--- config.mk ---
export PLATFORM = sky130hd
export DESIGN_NAME = tach_gate_interval_counters
export DESIGN_NICKNAME = d
export VERILOG_FILES = /design/src/logic/tach_gate_pkg.sv /design/src/logic/tach_gate_interval_counters.sv /design/src/logic/interval_counter.sv
export SDC_FILE = /design/constraint.sdc
export NUM_CORES = 1
export LEC_CHECK = 0
export ABC_AREA = 1
export BUFFER_PORTS_ARGS = -buffer_cell sky130_fd_sc_hd__clkbuf_2
export CORE_MARGIN = 5
export CORE_UTILIZATION = 60
export CTS_BUF_LIST = sky130_fd_sc_hd__clkbuf_4
export DETAILED_ROUTE_END_ITERATION = 10
export PLACE_DENSITY = 0.81
export SYNTH_ARGS = -nofsm -noshare
export SYNTH_HDL_FRONTEND = slang
export SYNTH_SLANG_ARGS = --single-unit
--- constraint.sdc ---
create_clock -name ref_clk_in -period 12.7 [get_ports ref_clk_in]
set_clock_uncertainty 0.1 [all_clocks]
set_input_delay 0 -clock ref_clk_in [delete_from_list [all_inputs] [get_ports ref_clk_in]]
set_output_delay 0 -clock ref_clk_in [all_outputs]
set_load 0.005 [all_outputs]
--- src/logic/tach_gate_pkg.sv ---
// package: constants, selectors and carriers for the tach/gate interval counters
package tach_gate_pkg;

  localparam int          CNT_W          = 32;
  localparam int          CHAN_W         = 4;
  localparam int          MSB_POS        = CNT_W - 1;
  localparam int          ADDR_W         = 4;

  localparam logic [CHAN_W-1:0] SLOT_PERIOD = 4'h4;
  localparam logic [CHAN_W-1:0] SLOT_TACH   = 4'h5;
  localparam logic [CHAN_W-1:0] SLOT_GATE   = 4'h6;

  // register offsets (byte addresses)
  localparam logic [ADDR_W-1:0] OFS_PERIOD_CFG = 4'h0;
  localparam logic [ADDR_W-1:0] OFS_TACH_CFG   = 4'h4;
  localparam logic [ADDR_W-1:0] OFS_GATE_CFG   = 4'h8;
  localparam logic [ADDR_W-1:0] OFS_STATUS     = 4'hc;

  // period config fields
  localparam int          PC_FALL_BIT    = 0;
  localparam int          PC_PREV_BIT    = 1;
  localparam int          PC_STALE_OFF   = 2;
  // interval config fields
  localparam int          IC_START_LSB   = 0;
  localparam int          IC_STOP_LSB    = 2;
  localparam int          IC_KEEP_BIT    = 4;

  localparam logic [CNT_W-1:0] ZERO_WORD = 32'h0000_0000;

  // event source: one-hot codes not needed here, plain select field
  typedef enum logic [1:0] {
    SRC_SAMPLE = 2'h0,
    SRC_RISE   = 2'h1,
    SRC_FALL   = 2'h2
  } src_sel_t;

  typedef struct packed {
    src_sel_t   start_sel;
    src_sel_t   stop_sel;
    logic       keep_last;
  } interval_cfg_t;

  typedef struct packed {
    logic       start_fall;
    logic       keep_prev;
    logic       stale_off;
  } period_cfg_t;

  typedef struct packed {
    logic              valid;
    logic [CHAN_W-1:0] chan;
    logic [CNT_W-1:0]  data;
  } chan_word_t;

endpackage

--- src/logic/tach_gate_interval_counters.sv ---
// top: period counter, two interval counters, config registers and slot muxing
//
// Local design decisions: the address-and-strobe port and the address map.
`timescale 1ns/10ps
module tach_gate_interval_counters (
  input  wire logic                              ref_clk_in,
  input  wire logic                              rst_in,
  input  wire logic                              tach_in,
  input  wire logic                              gate_in,
  input  wire tach_gate_pkg::chan_word_t         ain_word_in,
  input  wire logic                              sample_in,
  input  wire logic [tach_gate_pkg::ADDR_W-1:0]  addr_in,
  input  wire logic [31:0]                       wdata_in,
  input  wire logic                              wr_in,
  input  wire logic                              rd_in,
  output tach_gate_pkg::chan_word_t              chan_word_out,
  output logic [31:0]                            rdata_out
);
  import tach_gate_pkg::*;

  // pin synchronisers; stage 1 feeds only stage 2
  logic tach_s1_reg, tach_s2_reg, tach_d_reg;
  logic gate_s1_reg, gate_s2_reg, gate_d_reg;
  always_ff @(posedge ref_clk_in or posedge rst_in) begin
    if (rst_in) begin
      tach_s1_reg <= 1'b0;
      tach_s2_reg <= 1'b0;
      tach_d_reg  <= 1'b0;
      gate_s1_reg <= 1'b0;
      gate_s2_reg <= 1'b0;
      gate_d_reg  <= 1'b0;
    end else begin
      tach_s1_reg <= tach_in;
      tach_s2_reg <= tach_s1_reg;
      tach_d_reg  <= tach_s2_reg;
      gate_s1_reg <= gate_in;
      gate_s2_reg <= gate_s1_reg;
      gate_d_reg  <= gate_s2_reg;
    end
  end

  logic tach_rise, tach_fall, gate_rise, gate_fall;
  assign tach_rise = tach_s2_reg & ~tach_d_reg;
  assign tach_fall = ~tach_s2_reg & tach_d_reg;
  assign gate_rise = gate_s2_reg & ~gate_d_reg;
  assign gate_fall = ~gate_s2_reg & gate_d_reg;

  // configuration registers; defaults: rising edge, zeros, stale flag used
  period_cfg_t   pcfg_reg, pcfg_next;
  interval_cfg_t tcfg_reg, tcfg_next;
  interval_cfg_t gcfg_reg, gcfg_next;
  logic [31:0]   rdata_reg, rdata_next;

  // fields sit at the package positions so software writes and readback agree
  function automatic interval_cfg_t cfg_from_word(input logic [31:0] w);
    interval_cfg_t c;
    c.start_sel = src_sel_t'(w[IC_START_LSB +: 2]);
    c.stop_sel  = src_sel_t'(w[IC_STOP_LSB +: 2]);
    c.keep_last = w[IC_KEEP_BIT];
    return c;
  endfunction

  function automatic logic [31:0] cfg_to_word(input interval_cfg_t c);
    logic [31:0] w;
    w                   = 32'h0000_0000;
    w[IC_START_LSB +: 2] = c.start_sel;
    w[IC_STOP_LSB +: 2]  = c.stop_sel;
    w[IC_KEEP_BIT]       = c.keep_last;
    return w;
  endfunction

  // slot strobes: a slot occurrence is a valid word carrying that channel
  logic rd_period, rd_tach, rd_gate;
  assign rd_period = ain_word_in.valid && (ain_word_in.chan == SLOT_PERIOD);
  assign rd_tach   = ain_word_in.valid && (ain_word_in.chan == SLOT_TACH);
  assign rd_gate   = ain_word_in.valid && (ain_word_in.chan == SLOT_GATE);

  // period counter state
  logic [CNT_W-1:0] per_cnt_reg, per_cnt_next;
  logic [CNT_W-1:0] per_hold_reg, per_hold_next;
  logic             per_arm_reg, per_arm_next;
  logic             per_fresh_reg, per_fresh_next;
  logic             per_edge;
  logic [CNT_W-1:0] per_val;

  logic [CNT_W-1:0] tach_res, gate_res;
  logic             tach_busy, gate_busy;

  always_comb begin
    pcfg_next  = pcfg_reg;
    tcfg_next  = tcfg_reg;
    gcfg_next  = gcfg_reg;
    rdata_next = 32'h0000_0000;
    if (wr_in) begin
      case (addr_in)
        OFS_PERIOD_CFG: begin
          pcfg_next.start_fall = wdata_in[PC_FALL_BIT];
          pcfg_next.keep_prev  = wdata_in[PC_PREV_BIT];
          pcfg_next.stale_off  = wdata_in[PC_STALE_OFF];
        end
        OFS_TACH_CFG:   tcfg_next = cfg_from_word(wdata_in);
        OFS_GATE_CFG:   gcfg_next = cfg_from_word(wdata_in);
        default:        ;
      endcase
    end
    if (rd_in) begin
      case (addr_in)
        OFS_PERIOD_CFG: begin
          rdata_next[PC_FALL_BIT]  = pcfg_reg.start_fall;
          rdata_next[PC_PREV_BIT]  = pcfg_reg.keep_prev;
          rdata_next[PC_STALE_OFF] = pcfg_reg.stale_off;
        end
        OFS_TACH_CFG:   rdata_next = cfg_to_word(tcfg_reg);
        OFS_GATE_CFG:   rdata_next = cfg_to_word(gcfg_reg);
        OFS_STATUS:     rdata_next = {28'h000_0000, gate_busy, tach_busy,
                                      per_fresh_reg, per_arm_reg};
        default:        rdata_next = 32'h0000_0000;
      endcase
    end
  end

  always_comb begin
    per_edge       = pcfg_reg.start_fall ? tach_fall : tach_rise;
    per_cnt_next   = per_cnt_reg;
    per_hold_next  = per_hold_reg;
    per_arm_next   = per_arm_reg;
    per_fresh_next = per_fresh_reg;
    if (rd_period) begin
      per_fresh_next = 1'b0;
    end
    if (per_edge) begin
      // consecutive start edges bound one period; each edge also restarts
      if (per_arm_reg) begin
        per_hold_next  = per_cnt_reg + 32'h0000_0001;
        per_fresh_next = 1'b1;
      end
      per_arm_next = 1'b1;
      per_cnt_next = ZERO_WORD;
    end else if (per_arm_reg) begin
      per_cnt_next = per_cnt_reg + 32'h0000_0001;
    end
  end

  // returned period word: zero or previous value, msb as stale flag
  always_comb begin
    per_val = (per_fresh_reg || pcfg_reg.keep_prev) ? per_hold_reg : ZERO_WORD;
    if (pcfg_reg.stale_off) begin
      per_val[MSB_POS] = 1'b0;
    end else begin
      per_val[MSB_POS] = ~per_fresh_reg;
    end
  end

  always_ff @(posedge ref_clk_in or posedge rst_in) begin
    if (rst_in) begin
      pcfg_reg      <= '0;
      tcfg_reg      <= '0;
      gcfg_reg      <= '0;
      rdata_reg     <= 32'h0000_0000;
      per_cnt_reg   <= ZERO_WORD;
      per_hold_reg  <= ZERO_WORD;
      per_arm_reg   <= 1'b0;
      per_fresh_reg <= 1'b0;
    end else begin
      pcfg_reg      <= pcfg_next;
      tcfg_reg      <= tcfg_next;
      gcfg_reg      <= gcfg_next;
      rdata_reg     <= rdata_next;
      per_cnt_reg   <= per_cnt_next;
      per_hold_reg  <= per_hold_next;
      per_arm_reg   <= per_arm_next;
      per_fresh_reg <= per_fresh_next;
    end
  end

  // pairing of sample with an edge is software's job; unpaired setups
  // simply measure whatever the chosen events give
  interval_counter u_tach_ic (
    .ref_clk_in   (ref_clk_in),
    .rst_in       (rst_in),
    .cfg_in       (tcfg_reg),
    .sample_in    (sample_in),
    .rise_in      (tach_rise),
    .fall_in      (tach_fall),
    .slot_read_in (rd_tach),
    .result_out   (tach_res),
    .busy_out     (tach_busy)
  );

  interval_counter u_gate_ic (
    .ref_clk_in   (ref_clk_in),
    .rst_in       (rst_in),
    .cfg_in       (gcfg_reg),
    .sample_in    (sample_in),
    .rise_in      (gate_rise),
    .fall_in      (gate_fall),
    .slot_read_in (rd_gate),
    .result_out   (gate_res),
    .busy_out     (gate_busy)
  );

  // channel stream: counter slots replace data, analog slots pass through
  chan_word_t word_reg, word_next;
  always_comb begin
    word_next = ain_word_in;
    if (rd_period) begin
      word_next.data = per_val;
    end else if (rd_tach) begin
      word_next.data = tach_res;
    end else if (rd_gate) begin
      word_next.data = gate_res;
    end
  end

  always_ff @(posedge ref_clk_in or posedge rst_in) begin
    if (rst_in) begin
      word_reg <= '0;
    end else begin
      word_reg <= word_next;
    end
  end

  assign chan_word_out = word_reg;
  assign rdata_out     = rdata_reg;

endmodule // tach_gate_interval_counters

--- src/logic/interval_counter.sv ---
// one start/stop interval counter with latched result and idle-value option
`timescale 1ns/10ps
module interval_counter (
  input  wire logic                               ref_clk_in,
  input  wire logic                               rst_in,
  input  wire tach_gate_pkg::interval_cfg_t       cfg_in,
  input  wire logic                               sample_in,
  input  wire logic                               rise_in,
  input  wire logic                               fall_in,
  input  wire logic                               slot_read_in,
  output logic [tach_gate_pkg::CNT_W-1:0]         result_out,
  output logic                                    busy_out
);
  import tach_gate_pkg::*;

  typedef enum logic [1:0] {
    ST_IDLE = 2'b01,
    ST_RUN  = 2'b10
  } ic_state_t;

  ic_state_t        state_reg, state_next;
  logic [CNT_W-1:0] count_reg, count_next;
  logic [CNT_W-1:0] hold_reg, hold_next;
  logic             fresh_reg, fresh_next;
  logic             start_ev, stop_ev;

  function automatic logic pick(input src_sel_t s, input logic smp, input logic r,
                                input logic f);
    case (s)
      SRC_SAMPLE: pick = smp;
      SRC_RISE:   pick = r;
      SRC_FALL:   pick = f;
      default:    pick = 1'b0;
    endcase
  endfunction

  always_comb begin
    start_ev   = pick(cfg_in.start_sel, sample_in, rise_in, fall_in);
    stop_ev    = pick(cfg_in.stop_sel, sample_in, rise_in, fall_in);
    state_next = state_reg;
    count_next = count_reg;
    hold_next  = hold_reg;
    fresh_next = fresh_reg;
    // a read consumes the fresh result; a stop in the same cycle wins
    if (slot_read_in) begin
      fresh_next = 1'b0;
    end
    case (state_reg)
      ST_IDLE: begin
        if (start_ev) begin
          state_next = ST_RUN;
          count_next = ZERO_WORD;
        end
      end
      ST_RUN: begin
        count_next = count_reg + 32'h0000_0001;
        if (stop_ev) begin
          hold_next  = count_reg + 32'h0000_0001;
          fresh_next = 1'b1;
          state_next = ST_IDLE;
        end
      end
      default: state_next = ST_IDLE;
    endcase
  end

  always_ff @(posedge ref_clk_in or posedge rst_in) begin
    if (rst_in) begin
      state_reg <= ST_IDLE;
      count_reg <= ZERO_WORD;
      hold_reg  <= ZERO_WORD;
      fresh_reg <= 1'b0;
    end else begin
      state_reg <= state_next;
      count_reg <= count_next;
      hold_reg  <= hold_next;
      fresh_reg <= fresh_next;
    end
  end

  // zero between measurements unless keep-last is chosen
  assign result_out = (fresh_reg || cfg_in.keep_last) ? hold_reg : ZERO_WORD;
  assign busy_out   = (state_reg == ST_RUN);

endmodule // interval_counter

-- After elaboration in Yosys (flattened, before gate mapping)
Cells that the tools add are included.
- bits in registers: 287
- bits in latches: 0
- RAM bits: 0
- bits in read-only memories: 0
- input port bits: 80
- output and inout port bits: 69
- memories kept: 0
- $add $sub $neg: 3
- multipliers: 0
- div/mod/pow operators: 0
- order comparisons: 0
- eq/ne operators: 22
- shift operators: 0
- muxes and demuxes: 36
- bitwise gates (word level): 9
- reduce and logical (&&, ||, !) cells: 24
- operators with widths (kind ; number):
    2-to-1 mux 32 bit ; 9
    case mux 32 bit (2 select lines) ; 2
    adder 32 x 1 -> 32 bit, second input constant ; 3
    2-to-1 mux 31 bit ; 1
    AND reduction 2 bit ; 10
    equality test 4 x 3 -> 1 bit, second input constant ; 4
    equality test 2 x 1 -> 1 bit, second input constant ; 6
    equality test 2 bit, second input constant ; 6
    case mux 1 bit (3 select lines) ; 4
    case mux 3 bit (4 select lines) ; 1
    2-to-1 mux 1 bit ; 11
    equality test 4 bit, second input constant ; 2
    logical NOT 2 bit ; 4
    2-to-1 mux 2 bit ; 4
    inequality test 2 x 1 -> 1 bit, second input constant ; 4
    case mux 2 bit (2 select lines) ; 2
    case mux 2 bit (3 select lines) ; 1
    nonzero test 2 bit ; 3
    2-to-1 mux 5 bit ; 1
    inverter 1 bit ; 5
    bitwise AND 1 bit ; 4
    logical NOT 4 bit ; 1
    logical AND 1 bit ; 3
    logical OR 1 bit ; 3

-- Logic depth before layout (Yosys ltp)
Gate-level depths: netlist of the first run.
- depth in word-level cells: 5
- depth in mapped cells: 10

-- Cells and area by module
Synthesis of the first run repeated with hierarchy kept, for this count alone.
- cells, all modules: 1960
- area, all modules: 14164.8 um^2
- by module, submodules not included (module ; instances ; cells an instance ; area an instance (um^2) ; sequential area each (um^2)):
    interval_counter ; 2 ; 546 ; 3836.2 ; 1677.9
    tach_gate_interval_counters ; 1 ; 868 ; 6492.5 ; 3128.0

-- Worst setup path after synthesis of the first run
Ideal clock, no wire load.
- path kind: flip-flop to flip-flop
- from: register u_tach_ic.count_reg[1]
- to: register u_tach_ic.count_reg[20]
- arrival: 1.302 ns
- setup slack: 11.181 ns
- stages on the path, launching flop included: 11
- clock period less this slack: 1.519 ns
- cell sequence: dfrtp_1 -> ha_1 -> nand2_2 -> nor2_4 -> nand2_4 -> nor2_8 -> nand2_1 -> nand2_1 -> nand2_1 -> nand2_1 -> nand2_1
- cells in the longest elaborated chain, start to end: 2
- RTL lines (what ; RTL line ; text):
    start, declared ; interval_counter.sv:22 ; logic [CNT_W-1:0] count_reg, count_next;
    start signal, assigned ; interval_counter.sv:75 ; count_reg <= count_next;
    adder 32 x 1 -> 32 bit ; interval_counter.sv:56 ; count_next = count_reg + 32'h0000_0001;
    case mux 32 bit (2 select lines) ; interval_counter.sv:48 ; case (state_reg)
No other way between the ends.
A chain may end at the register's enable or synchronous reset.

-- Worst setup path after layout of the first run
- from: register u_gate_ic.state_reg[0]
- to: register u_gate_ic.hold_reg[13]
- cells in the longest elaborated chain, start to end: 2
- RTL lines (what ; RTL line ; text):
    start, declared ; interval_counter.sv:21 ; ic_state_t state_reg, state_next;
    start signal, assigned ; interval_counter.sv:74 ; state_reg <= state_next;
    equality test 2 bit ; interval_counter.sv:48 ;
    AND reduction 2 bit (no line) ; - ;
    end signal, assigned ; interval_counter.sv:76 ; hold_reg <= hold_next;
    end, declared ; interval_counter.sv:23 ; logic [CNT_W-1:0] hold_reg, hold_next;
No other way between the ends.

==> results of run 1 <==
-- synth_stat cells (all sizes together) --
| cell | number | share of area |
|---|---|---|
| o21ai | 125 | 0.045 |
| xor2 | 41 | 0.029 |
| dfrtp | 257 | 0.46 |
| xnor2 | 2 | 0.0013 |
| nand3b | 12 | 0.0065 |
| inv | 151 | 0.041 |
| nor2 | 161 | 0.060 |
| nor3 | 4 | 0.0022 |
| o21bai | 1 | 0.00054 |
| buf | 72 | 0.031 |
| nand2 | 869 | 0.24 |
| nor4 | 1 | 0.00090 |
| and2 | 1 | 0.00045 |
| o211ai | 1 | 0.00054 |
| clkbuf | 20 | 0.0054 |
| nand4 | 3 | 0.0018 |
| nand3 | 170 | 0.062 |
| a21oi | 4 | 0.0014 |
| o22ai | 4 | 0.0018 |
| conb | 1 | 0.00027 |
| or2 | 2 | 0.00090 |
| dfstp | 2 | 0.0038 |
| ha | 3 | 0.0027 |
-- through the flow --
step / cells / utilization / total power, mW / hold WS [ps] / cell area (µm²)
floorplan: 1933 / - / 1.12 / -68.6 / 14000
global placement: 2232 / 0.635 / 1.19 / 9.53 / 14400
detailed placement: 2232 / 0.635 / 1.19 / 13.1 / 14400
CTS: 2418 / 0.704 / 1.97 / 18.5 / 16000
global route: 2421 / 0.705 / 2.05 / 70.1 / 16000
finish: 2421 / 0.705 / 1.96 / 63.3 / 16000
-- layout make-up --
type,instances,area share
Sequential cell,259,0.405
Multi-Input combinational cell,1431,0.403
Timing Repair Buffer,175,0.0782
Clock buffer,99,0.0464
Inverter,151,0.0359
Tap cell,285,0.0223
Clock inverter,18,0.00813
Antenna cell,3,0.000469
-- per-layer routing --
metal / share of wire / up-vias
met3: 0.072 / 127
met2: 0.45 / 554
li1: - / 6274
met4: 0.049 / 0
met5: 0 / -
met1: 0.43 / 5990
-- worst max-delay path, stage by stage, from the launching register on --
cell,delay (ps)
dfstp_2,540
nor2_2,40
buf_4,240
inv_1,810
nor2_2,70
buf_4,280
inv_1,900
nand2_1,140
nand2_1,130
-- power groups by stage --
stage               sequential, mW  combinational [mW]  clock (mW)
floorplan                    0.919               0.199           0
global placement             0.924               0.263           0
detailed placement           0.927               0.267           0
CTS                          0.912               0.288       0.767
global route                 0.918               0.323       0.810
finish                       0.914               0.291       0.754
-- logic make-up after synthesis --
| kind of cell | after synthesis |
|---|---|
| compound gates | 135 |
| xor+xnor | 43 |
| fa+ha+maj | 3 |
| buf+inv | 243 |
| flops | 259 |
| other cells | 1 |
| simple gates | 1223 |
-- path summary, 6_finish.rpt --
| path | start | end | slack [ps] | depth (start not counted) |
|---|---|---|---|---|
| worst min-delay path | wdata_in[2] | pcfg_reg[0] | 60 | 4 |
| worst min register to register | tach_s1_reg | tach_s2_reg | 260 | 0 |
| min in group asynchronous | rst_in | rdata_out[2] | 550 | 4 |
| worst max-delay path | u_gate_ic.state_reg[0] | u_gate_ic.hold_reg[13] | 9330 | 8 |
| worst max register to register | u_gate_ic.state_reg[0] | u_gate_ic.hold_reg[13] | 9330 | 8 |
| max in group asynchronous | rst_in | chan_word_out[8] | 9720 | 6 |
==> metrics, run 1 <==
GRT met3 Usage=0.0518; Initial DRC Count=1281; Yosys warnings=0; IO Count=149; Cell Area, Synth=0.0139 mm²; worst min-delay path class=in -> reg; Yosys reg bits=259; fillers=1821; RD Place Congestion=approximately 0.93; Starting Density=0.612; met2 Use GR=0.451; unrepaired setup endpoints after global routing=false; Reg clk slew, reported paths=60 ps; critical path class=reg -> reg; Sw Pwr=between 0.6 and 0.7 mW; post-synthesis mux area share=0; Comb power frac=0.149; Cell variety after synth=36; # port buffers=94; initial antenna violation count=1; Net Sw Frac=0.308; worst vdd ir=85.8 µV; startpoint types=flop; slew of the pin with the lowest slew margin=about 1200 ps; Root Buffer=clkbuf_4; H-tree levels=3; die area=approximately 0.026 mm²; GRT Util Overall=0.290; Via density=5.35; Detail Placement HPWL=about 25 mm; crit path DAT=3860 ps; CTS Buf Count=70; Seq pwr share=0.466; max reg flops=37; met1 GRT Util=0.387; wire per inst=15.6 µm; Rel. slew slack=0.195; clk buf depth=3; pre-CTS WS=9460 ps; GRT overflow=0; CP Capture Type=flop; Clock Sinks=259; FF/Latch Area=roughly 0.0065 mm²; Post-CTS Setup Inserts=0; Synth Area in Simple Gates=0.374; Power Density=122 mW/mm²; Layout Area Growth over Synthesis=15.1%; Hold Buf Count CTS=around 70; compound-cell area share of the yosys netlist=0.0493; CTS tree=yes; Tcrit/Tclk final=0.265; Leak Pwr=8.28 nW; Slew Limit Fails=0; highest-count cells in the layout ignoring fill and taps=nand2_1, dfrtp_1, nand3_1; crit path max fanout=33; GR peak layer=met2; worst skew pair latency=a little under 700 ps; Chip Width=around 160 µm; nets=2171; Syn Inst Count=1907; most common cell after layout, fill and taps aside=nand2_1; internal power=1.36 mW; area share of fa/ha/maj cells after synthesis=0.00270; drt first pass iters=6; core area=~0.023 mm²; Final Setup Violations=0; drt drc=0; Final min period=approximately 3400 ps; combinational family with the most area after synthesis=simple AND/OR/NAND/NOR gates; Cell Rows=55; area of the multi-input gates=0.00645 mm²; CP required=between 10000 and 15000 ps; status=completed; post-layout worst setup margin=between 9000 and 10000 ps; largest net degree at the start of global routing=136; clock share of power=0.385; Setup Total Neg Slack=0 ps; wirelength, routed=around 38 mm; routed via count=12900; Routed Antenna Nets=0; vias in the first global route=roughly 13000; layout cells sized above 1=0.131; XOR/XNOR share of the synthesized area=0.0303; first-pass GRT wire length=approximately 62 mm; maxcap violations=0; cts repair resizes=0; mean post-synth cell area=7.29 µm²; Hold Vio Cnt, Final=0; DIE HEIGHT=162 µm; register area share after synthesis=0.466; max frequency=0.297 GHz
No activity file was read; power rests on OpenSTA's default activity.
==> run 2, diff against run 1 <==
--- a/config.mk
+++ b/config.mk
@@ -8,10 +8,10 @@
 export ABC_AREA = 1
 export BUFFER_PORTS_ARGS = -buffer_cell sky130_fd_sc_hd__clkbuf_2
 export CORE_MARGIN = 5
-export CORE_UTILIZATION = 60
+export CORE_UTILIZATION = 55
 export CTS_BUF_LIST = sky130_fd_sc_hd__clkbuf_4
 export DETAILED_ROUTE_END_ITERATION = 10
-export PLACE_DENSITY = 0.81
+export PLACE_DENSITY = 0.78
 export SYNTH_ARGS = -nofsm -noshare
 export SYNTH_HDL_FRONTEND = slang
 export SYNTH_SLANG_ARGS = --single-unit
==> constraint.sdc (replaced) <==
create_clock -name ref_clk_in -period 2.75 [get_ports ref_clk_in]
set_clock_uncertainty 0.1 [all_clocks]
set_input_delay 0 -clock ref_clk_in [delete_from_list [all_inputs] [get_ports ref_clk_in]]
set_output_delay 0 -clock ref_clk_in [all_outputs]
set_load 0.005 [all_outputs]
==> run 2 against run 1 <==
  * Worst hold slack improved by 32 ps
  * Largest cell class unchanged
  * Critical path depth rose by 2
  * Non-clock buffer count rose by 8
  * Sequential power rose to 4.6 times the previous value
  * Highest routed layer unchanged
==> metrics, run 2 (synthesis gave the netlist of run 1 again) <==
status=completed (unchanged); Clock Sinks=259 (unchanged); critical path class=in -> reg (was reg -> reg); worst reg2reg path depth=7 (was 8); Comb power frac=0.151 (was 0.149); CTS Buf Count=71 (was 70); nets=2180 (was 2171); core area=0.0250 mm² (was 0.0227 mm²); Final Setup Violations=0 (unchanged); Tcrit/Tclk final=0.905; GRT overflow=0 (unchanged); worst min-delay path class=in -> reg (unchanged); Power Density=564 mW/mm² (was 122 mW/mm²); fillers=2128 (was 1821); most common cell after layout, fill and taps aside=nand2_1 (unchanged); internal power=6.34 mW (was 1.36 mW); Final min period=between 2000 and 2500 ps; IO Count=149 (unchanged); max frequency=0.402 GHz; Total Power=9.12 mW (was 1.96 mW); Routed Antenna Nets=0 (unchanged); crit path max fanout=5 (was 33); crit path DAT=2950 ps (was 3860 ps); area of the multi-input gates=0.00645 mm² (unchanged); die area=0.0286 mm² (was 0.0263 mm²); FF/Latch Area=0.00648 mm² (unchanged); Hold Vio Cnt, Final=0 (unchanged); Inst Count DP=2286 (was 2232); Seq pwr share=0.463 (was 0.466); Cell Rows=58 (was 55); Reg clk slew, reported paths=70 ps (was 60 ps); Min Hold Slack=95.2 ps (was 63.3 ps); crit-path most repeated cell=dlygate4sd3_1; largest net degree at the start of global routing=68 (was 136); Slew Limit Fails=0 (unchanged); drt first pass iters=5 (was 6); Root Buffer=clkbuf_4 (unchanged); worst r2r dst=rdata_out[3] (was u_gate_ic.hold_reg[13]); CP required=3220 ps (was 13200 ps); initial antenna violation count=2 (was 1); layout cells sized above 1=0.134 (was 0.131); RD Place Congestion=0.919 (was 0.934); Detail Placement HPWL=26.0 mm (was 25.2 mm); design area=0.0162 mm² (was 0.0160 mm²); CTS tree=yes (unchanged); max reg flops=37 (unchanged); Hold Buf Count CTS=68 (was 69); startpoint types=primary input (was flop); first-pass GRT wire length=63.0 mm (was 61.6 mm); maxcap violations=0 (unchanged); Net Sw Frac=0.305 (was 0.308); Sw Pwr=2.78 mW (was 0.604 mW); Initial DRC Count=1327 (was 1281); clock share of power=0.387 (was 0.385); # port buffers=94 (unchanged); routed via count=13000 (was 12900); Worst Setup SP=addr_in[0] (was u_gate_ic.state_reg[0]); H-tree levels=3 (unchanged); GRT Util Overall=0.270 (was 0.290); Rel. slew slack=0.277 (was 0.195); crit-path cells=dlygate4sd3_1 -> clkbuf_2 -> nor2_2 -> dlygate4sd3_1 -> nand2_1 -> dlygate4sd3_1 -> o22ai_1 -> dlygate4sd3_1 -> nor2_1 -> nor2_1 (was nor2_2 -> buf_4 -> inv_1 -> nor2_2 -> buf_4 -> inv_1 -> nand2_1 -> nand2_1); FF-to-FF setup slack=670 ps (was 9330 ps); Post-CTS Setup Inserts=0 (unchanged); wire per inst=15.4 µm (was 15.6 µm); unrepaired setup endpoints after global routing=false (unchanged); drt drc=0 (unchanged); wirelength, routed=38.1 mm (was 37.7 mm); crit path capture=rdata_out[0] (was u_gate_ic.hold_reg[13]); crit-path max cell delay=680 ps (was 900 ps); clk buf depth=3 (unchanged); CP max-delay cell=dlygate4sd3_1 (was inv_1); Leak Pwr=8.35 nW (was 8.28 nW); Critical R2R Launch=u_gate_ic.state_reg[0] (unchanged); cts repair resizes=0 (unchanged); Hold Path Cell Cnt=4 (unchanged); worst skew pair latency=680 ps (was 690 ps); highest-count cells in the layout ignoring fill and taps=nand2_1, dfrtp_1, nand3_1 (unchanged); worst vdd ir=353 µV (was 85.8 µV); Chip Width=169 µm (was 162 µm); DIE HEIGHT=169 µm (was 162 µm); CP Capture Type=flop (unchanged); vias in the first global route=12700 (was 12500); slew of the pin with the lowest slew margin=1080 ps (was 1200 ps); Via density=5.22 (was 5.35); dpl cell area=0.0146 mm² (was 0.0144 mm²); Layout Area Growth over Synthesis=16.4% (was 15.1%); hold path startpoint=wdata_in[0] (was wdata_in[2]); final non-filler cell total=2482 (was 2421); Starting Density=0.555 (was 0.612)
-- run 2: final cells by class --
class	instances	area share
multi-input cells	1431	0.399
diodes	3	0.000464
inverters	151	0.0353
repair buffers	183	0.0832
clock buffers	103	0.0478
clock inverters	22	0.00843
well taps	330	0.0255
flip-flops and latches	259	0.401
-- run 2: per-stage QoR --
step	TNS, ps	utilization	setup slack [ps]
CTS	0	0.646	374
global route	0	0.646	155
finish	0	0.646	261
detailed placement	0	0.583	695
global placement	0	0.583	748
floorplan	-195820	-	-762
-- run 2: worst max-delay path, delay by kind of cell --
kind	cells	cell delay, ps
buffers and inverters	5	2450
and+or+nand+nor	4	340
AOI/OAI and AO/OA	1	160
-- run 2: worst min-delay path by stage --
stage	to
after floorplan	chan_word_out[32]
after global placement	u_tach_ic.count_reg[3]
after detailed placement	u_tach_ic.count_reg[0]
after CTS	tcfg_reg[2]
after global routing	tcfg_reg[2]
final	gcfg_reg[3]
-- run 2: power groups by stage --
stage                     sequential (mW)  combinational (mW)  clock [mW]
final                                4.22                1.37        3.53
after floorplan                      4.25               0.919           0
after global routing                 4.24                1.52        3.82
after CTS                            4.21                1.35        3.58
after detailed placement             4.28                1.27           0
after global placement               4.27                1.24           0
-- run 2: per-layer routing --
layer	track usage	up-vias	part of all wire
li1	-	6300	-
met1	0.362	6034	0.42
met2	0.437	548	0.47
met3	0.0511	81	0.077
met4	0.109	0	0.032
met5	0	-	0
==> run 3, diff against run 2 <==
--- a/config.mk
+++ b/config.mk
@@ -7,11 +7,14 @@
 export LEC_CHECK = 0
 export ABC_AREA = 1
 export BUFFER_PORTS_ARGS = -buffer_cell sky130_fd_sc_hd__clkbuf_2
+export CELL_PAD_IN_SITES_DETAIL_PLACEMENT = 0
+export CELL_PAD_IN_SITES_GLOBAL_PLACEMENT = 2
 export CORE_MARGIN = 5
-export CORE_UTILIZATION = 55
+export CORE_UTILIZATION = 32
 export CTS_BUF_LIST = sky130_fd_sc_hd__clkbuf_4
 export DETAILED_ROUTE_END_ITERATION = 10
-export PLACE_DENSITY = 0.78
+export PLACE_DENSITY_LB_ADDON = 0.1
+export SLEW_MARGIN = 25
 export SYNTH_ARGS = -nofsm -noshare
 export SYNTH_HDL_FRONTEND = slang
 export SYNTH_SLANG_ARGS = --single-unit
==> run 3 against run 2 <==
  * Maximum frequency up 8.8%
  * Sequential cell count did not move
  * Die area rose by 67%
  * Setup slack improved by 200 ps
  * Non-clock buffer count up 11
  * Critical path depth fell by 2
  * Critical path type is now reg -> reg
  * Largest cell class unchanged
  * Largest power group unchanged
  * Highest routed layer is now met5
==> metrics, run 3 (synthesis gave the netlist of run 1 again) <==
status=completed (unchanged); clk buf depth=3 (unchanged); fillers=4699 (was 2128); crit path max fanout=33 (was 5); Critical R2R Launch=tach_s2_reg (was u_gate_ic.state_reg[0]); worst skew pair latency=790 ps (was 680 ps); die area=0.0477 mm² (was 0.0286 mm²); max reg flops=37 (unchanged); DRT met1 WL=22.1 mm (was 16.1 mm); Root Buffer=clkbuf_4 (unchanged); H-tree levels=3 (unchanged); initial antenna violation count=3 (was 2); cts repair resizes=0 (unchanged); FF-to-FF setup slack=460 ps (was 670 ps); GRT Util Overall=0.191 (was 0.270); most common cell after layout, fill and taps aside=nand2_1 (unchanged); CTS tree=yes (unchanged); area of the multi-input gates=0.00646 mm² (was 0.00645 mm²); slew of the pin with the lowest slew margin=957 ps (was 1080 ps); Initial DRC Count=763 (was 1327); Worst Setup SP=tach_s2_reg (was addr_in[0]); post-layout worst setup margin=462 ps (was 261 ps); worst r2r dst=u_tach_ic.hold_reg[27] (was rdata_out[3]); Post-CTS Setup Inserts=0 (unchanged); Chip Width=218 µm (was 169 µm); pre-CTS WS=754 ps (was 695 ps); DIE HEIGHT=218 µm (was 169 µm); worst min-delay path class=in -> reg (unchanged); Clock Sinks=259 (unchanged); Inst Count DP=2541 (was 2286); FF/Latch Area=0.00648 mm² (unchanged); Hold Vio Cnt, Final=0 (unchanged); met3 routed WL=1.91 mm (was 2.92 mm); largest net degree at the start of global routing=111 (was 68); worst reg2reg path depth=8 (was 7); crit path capture=u_tach_ic.hold_reg[27] (was rdata_out[0]); CP Capture Type=flop (unchanged); Cell Rows=76 (was 58); Final min period=2290 ps (was 2490 ps); final core occ=0.388 (was 0.646); highest-count cells in the layout ignoring fill and taps=nand2_1, dfrtp_1, nand3_1 (unchanged); CTS Buf Count=78 (was 71); RD Place Congestion=0.807 (was 0.919); final non-filler cell total=2756 (was 2482); max frequency=0.437 GHz (was 0.402 GHz); CP required=3270 ps (was 3220 ps); wirelength, routed=44.9 mm (was 38.1 mm); Leak Pwr=8.45 nW (was 8.35 nW); drt drc=0 (unchanged); maxcap violations=0 (unchanged); Routed Antenna Nets=0 (unchanged); # port buffers=94 (unchanged); drt first pass iters=5 (unchanged); Power Density=577 mW/mm² (was 564 mW/mm²); Hold Buf Count CTS=79 (was 68); layout cells sized above 1=0.140 (was 0.134); startpoint types=flop (was primary input); IO Count=149 (unchanged); core area=0.0431 mm² (was 0.0250 mm²); critical path class=reg -> reg (was in -> reg); Final Setup Violations=0 (unchanged); wire per inst=16.3 µm (was 15.4 µm); GRT overflow=0 (unchanged); DR WL met2=19.8 mm (was 17.9 mm); Slew Limit Fails=0 (unchanged); routed via count=12400 (was 13000); Layout Area Growth over Synthesis=20.3% (was 16.4%); vias in the first global route=12500 (was 12700); nets=2198 (was 2180); worst vdd ir=361 µV (was 353 µV); Top Layer Used=met5 (was met4); Via density=4.50 (was 5.22); Reg clk slew, reported paths=60 ps (was 70 ps); Starting Density=0.323 (was 0.555); Total Power=9.65 mW (was 9.12 mW); unrepaired setup endpoints after global routing=false (unchanged); first-pass GRT wire length=71.0 mm (was 63.0 mm); Detail Placement HPWL=32.3 mm (was 26.0 mm); Rel. slew slack=0.358 (was 0.277); crit path DAT=2810 ps (was 2950 ps); Tcrit/Tclk final=0.832 (was 0.905)
## run 3: cell types whose count changed in the layout (fill, tap and decap cells not counted), sizes merged
cell         change
dlygate4sd3     +11
diode            +3
clkinv           -6
bufinv           +2
clkbuf           +9
inv              -1
clkinvlp         +1
## run 3: worst max-delay path: stages, from the launching register on
cell      delay, ps
dfrtp_1         410
inv_2            70
nand2_1          50
o21ai_1         120
nand3_1         130
nor2_2          130
clkinv_1        750
nand2_1         290
nand2_1          70
## run 3: worst min path at each step
stage / startpoint / to / slack, ps / cells after the start
2_1_floorplan: ain_word_in[32] / chan_word_out[32] / -70 / 0
3_3_place_gp: rst_in / gate_d_reg / -150 / 2
3_5_place_dp: rst_in / gate_d_reg / -150 / 2
4_1_cts: ain_word_in[16] / chan_word_out[16] / 4 / 6
5_1_grt: ain_word_in[16] / chan_word_out[16] / 30 / 6
6_report: ain_word_in[15] / chan_word_out[15] / 80 / 6
## run 3: area by class of cell
cell class | instances | area share
diodes | 6 | 0.000897
clock inverters | 18 | 0.0106
clock buffers | 112 | 0.0502
flip-flops and latches | 259 | 0.387
repair buffers | 194 | 0.0870
inverters | 151 | 0.0341
multi-input cells | 1431 | 0.386
well taps | 585 | 0.0437
## run 3: per-layer routing
layer / vias to the layer above / track usage
li1: 6341 / -
met1: 5748 / 0.272
met2: 247 / 0.295
met3: 68 / 0.0399
met4: 2 / 0.0567
met5: - / 0
## run 3: stage by stage
| step | instance area (µm²) | setup TNS (ps) | hold slack [ps] |
|---|---|---|---|
| 2_1_floorplan | 14000 | -195820 | -68.6 |
| 3_3_place_gp | 14900 | 0 | -148 |
| 3_5_place_dp | 14900 | 0 | -146 |
| 4_1_cts | 16700 | 0 | 4.00 |
| 5_1_grt | 16700 | 0 | 28.8 |
| 6_report | 16700 | 0 | 82.3 |
## run 3: power by group
group	leakage [nW]	switching [mW]	internal, mW
combinational	4.39	1.02	0.397
clock	0.597	1.77	2.22
sequential	3.47	0.190	4.05
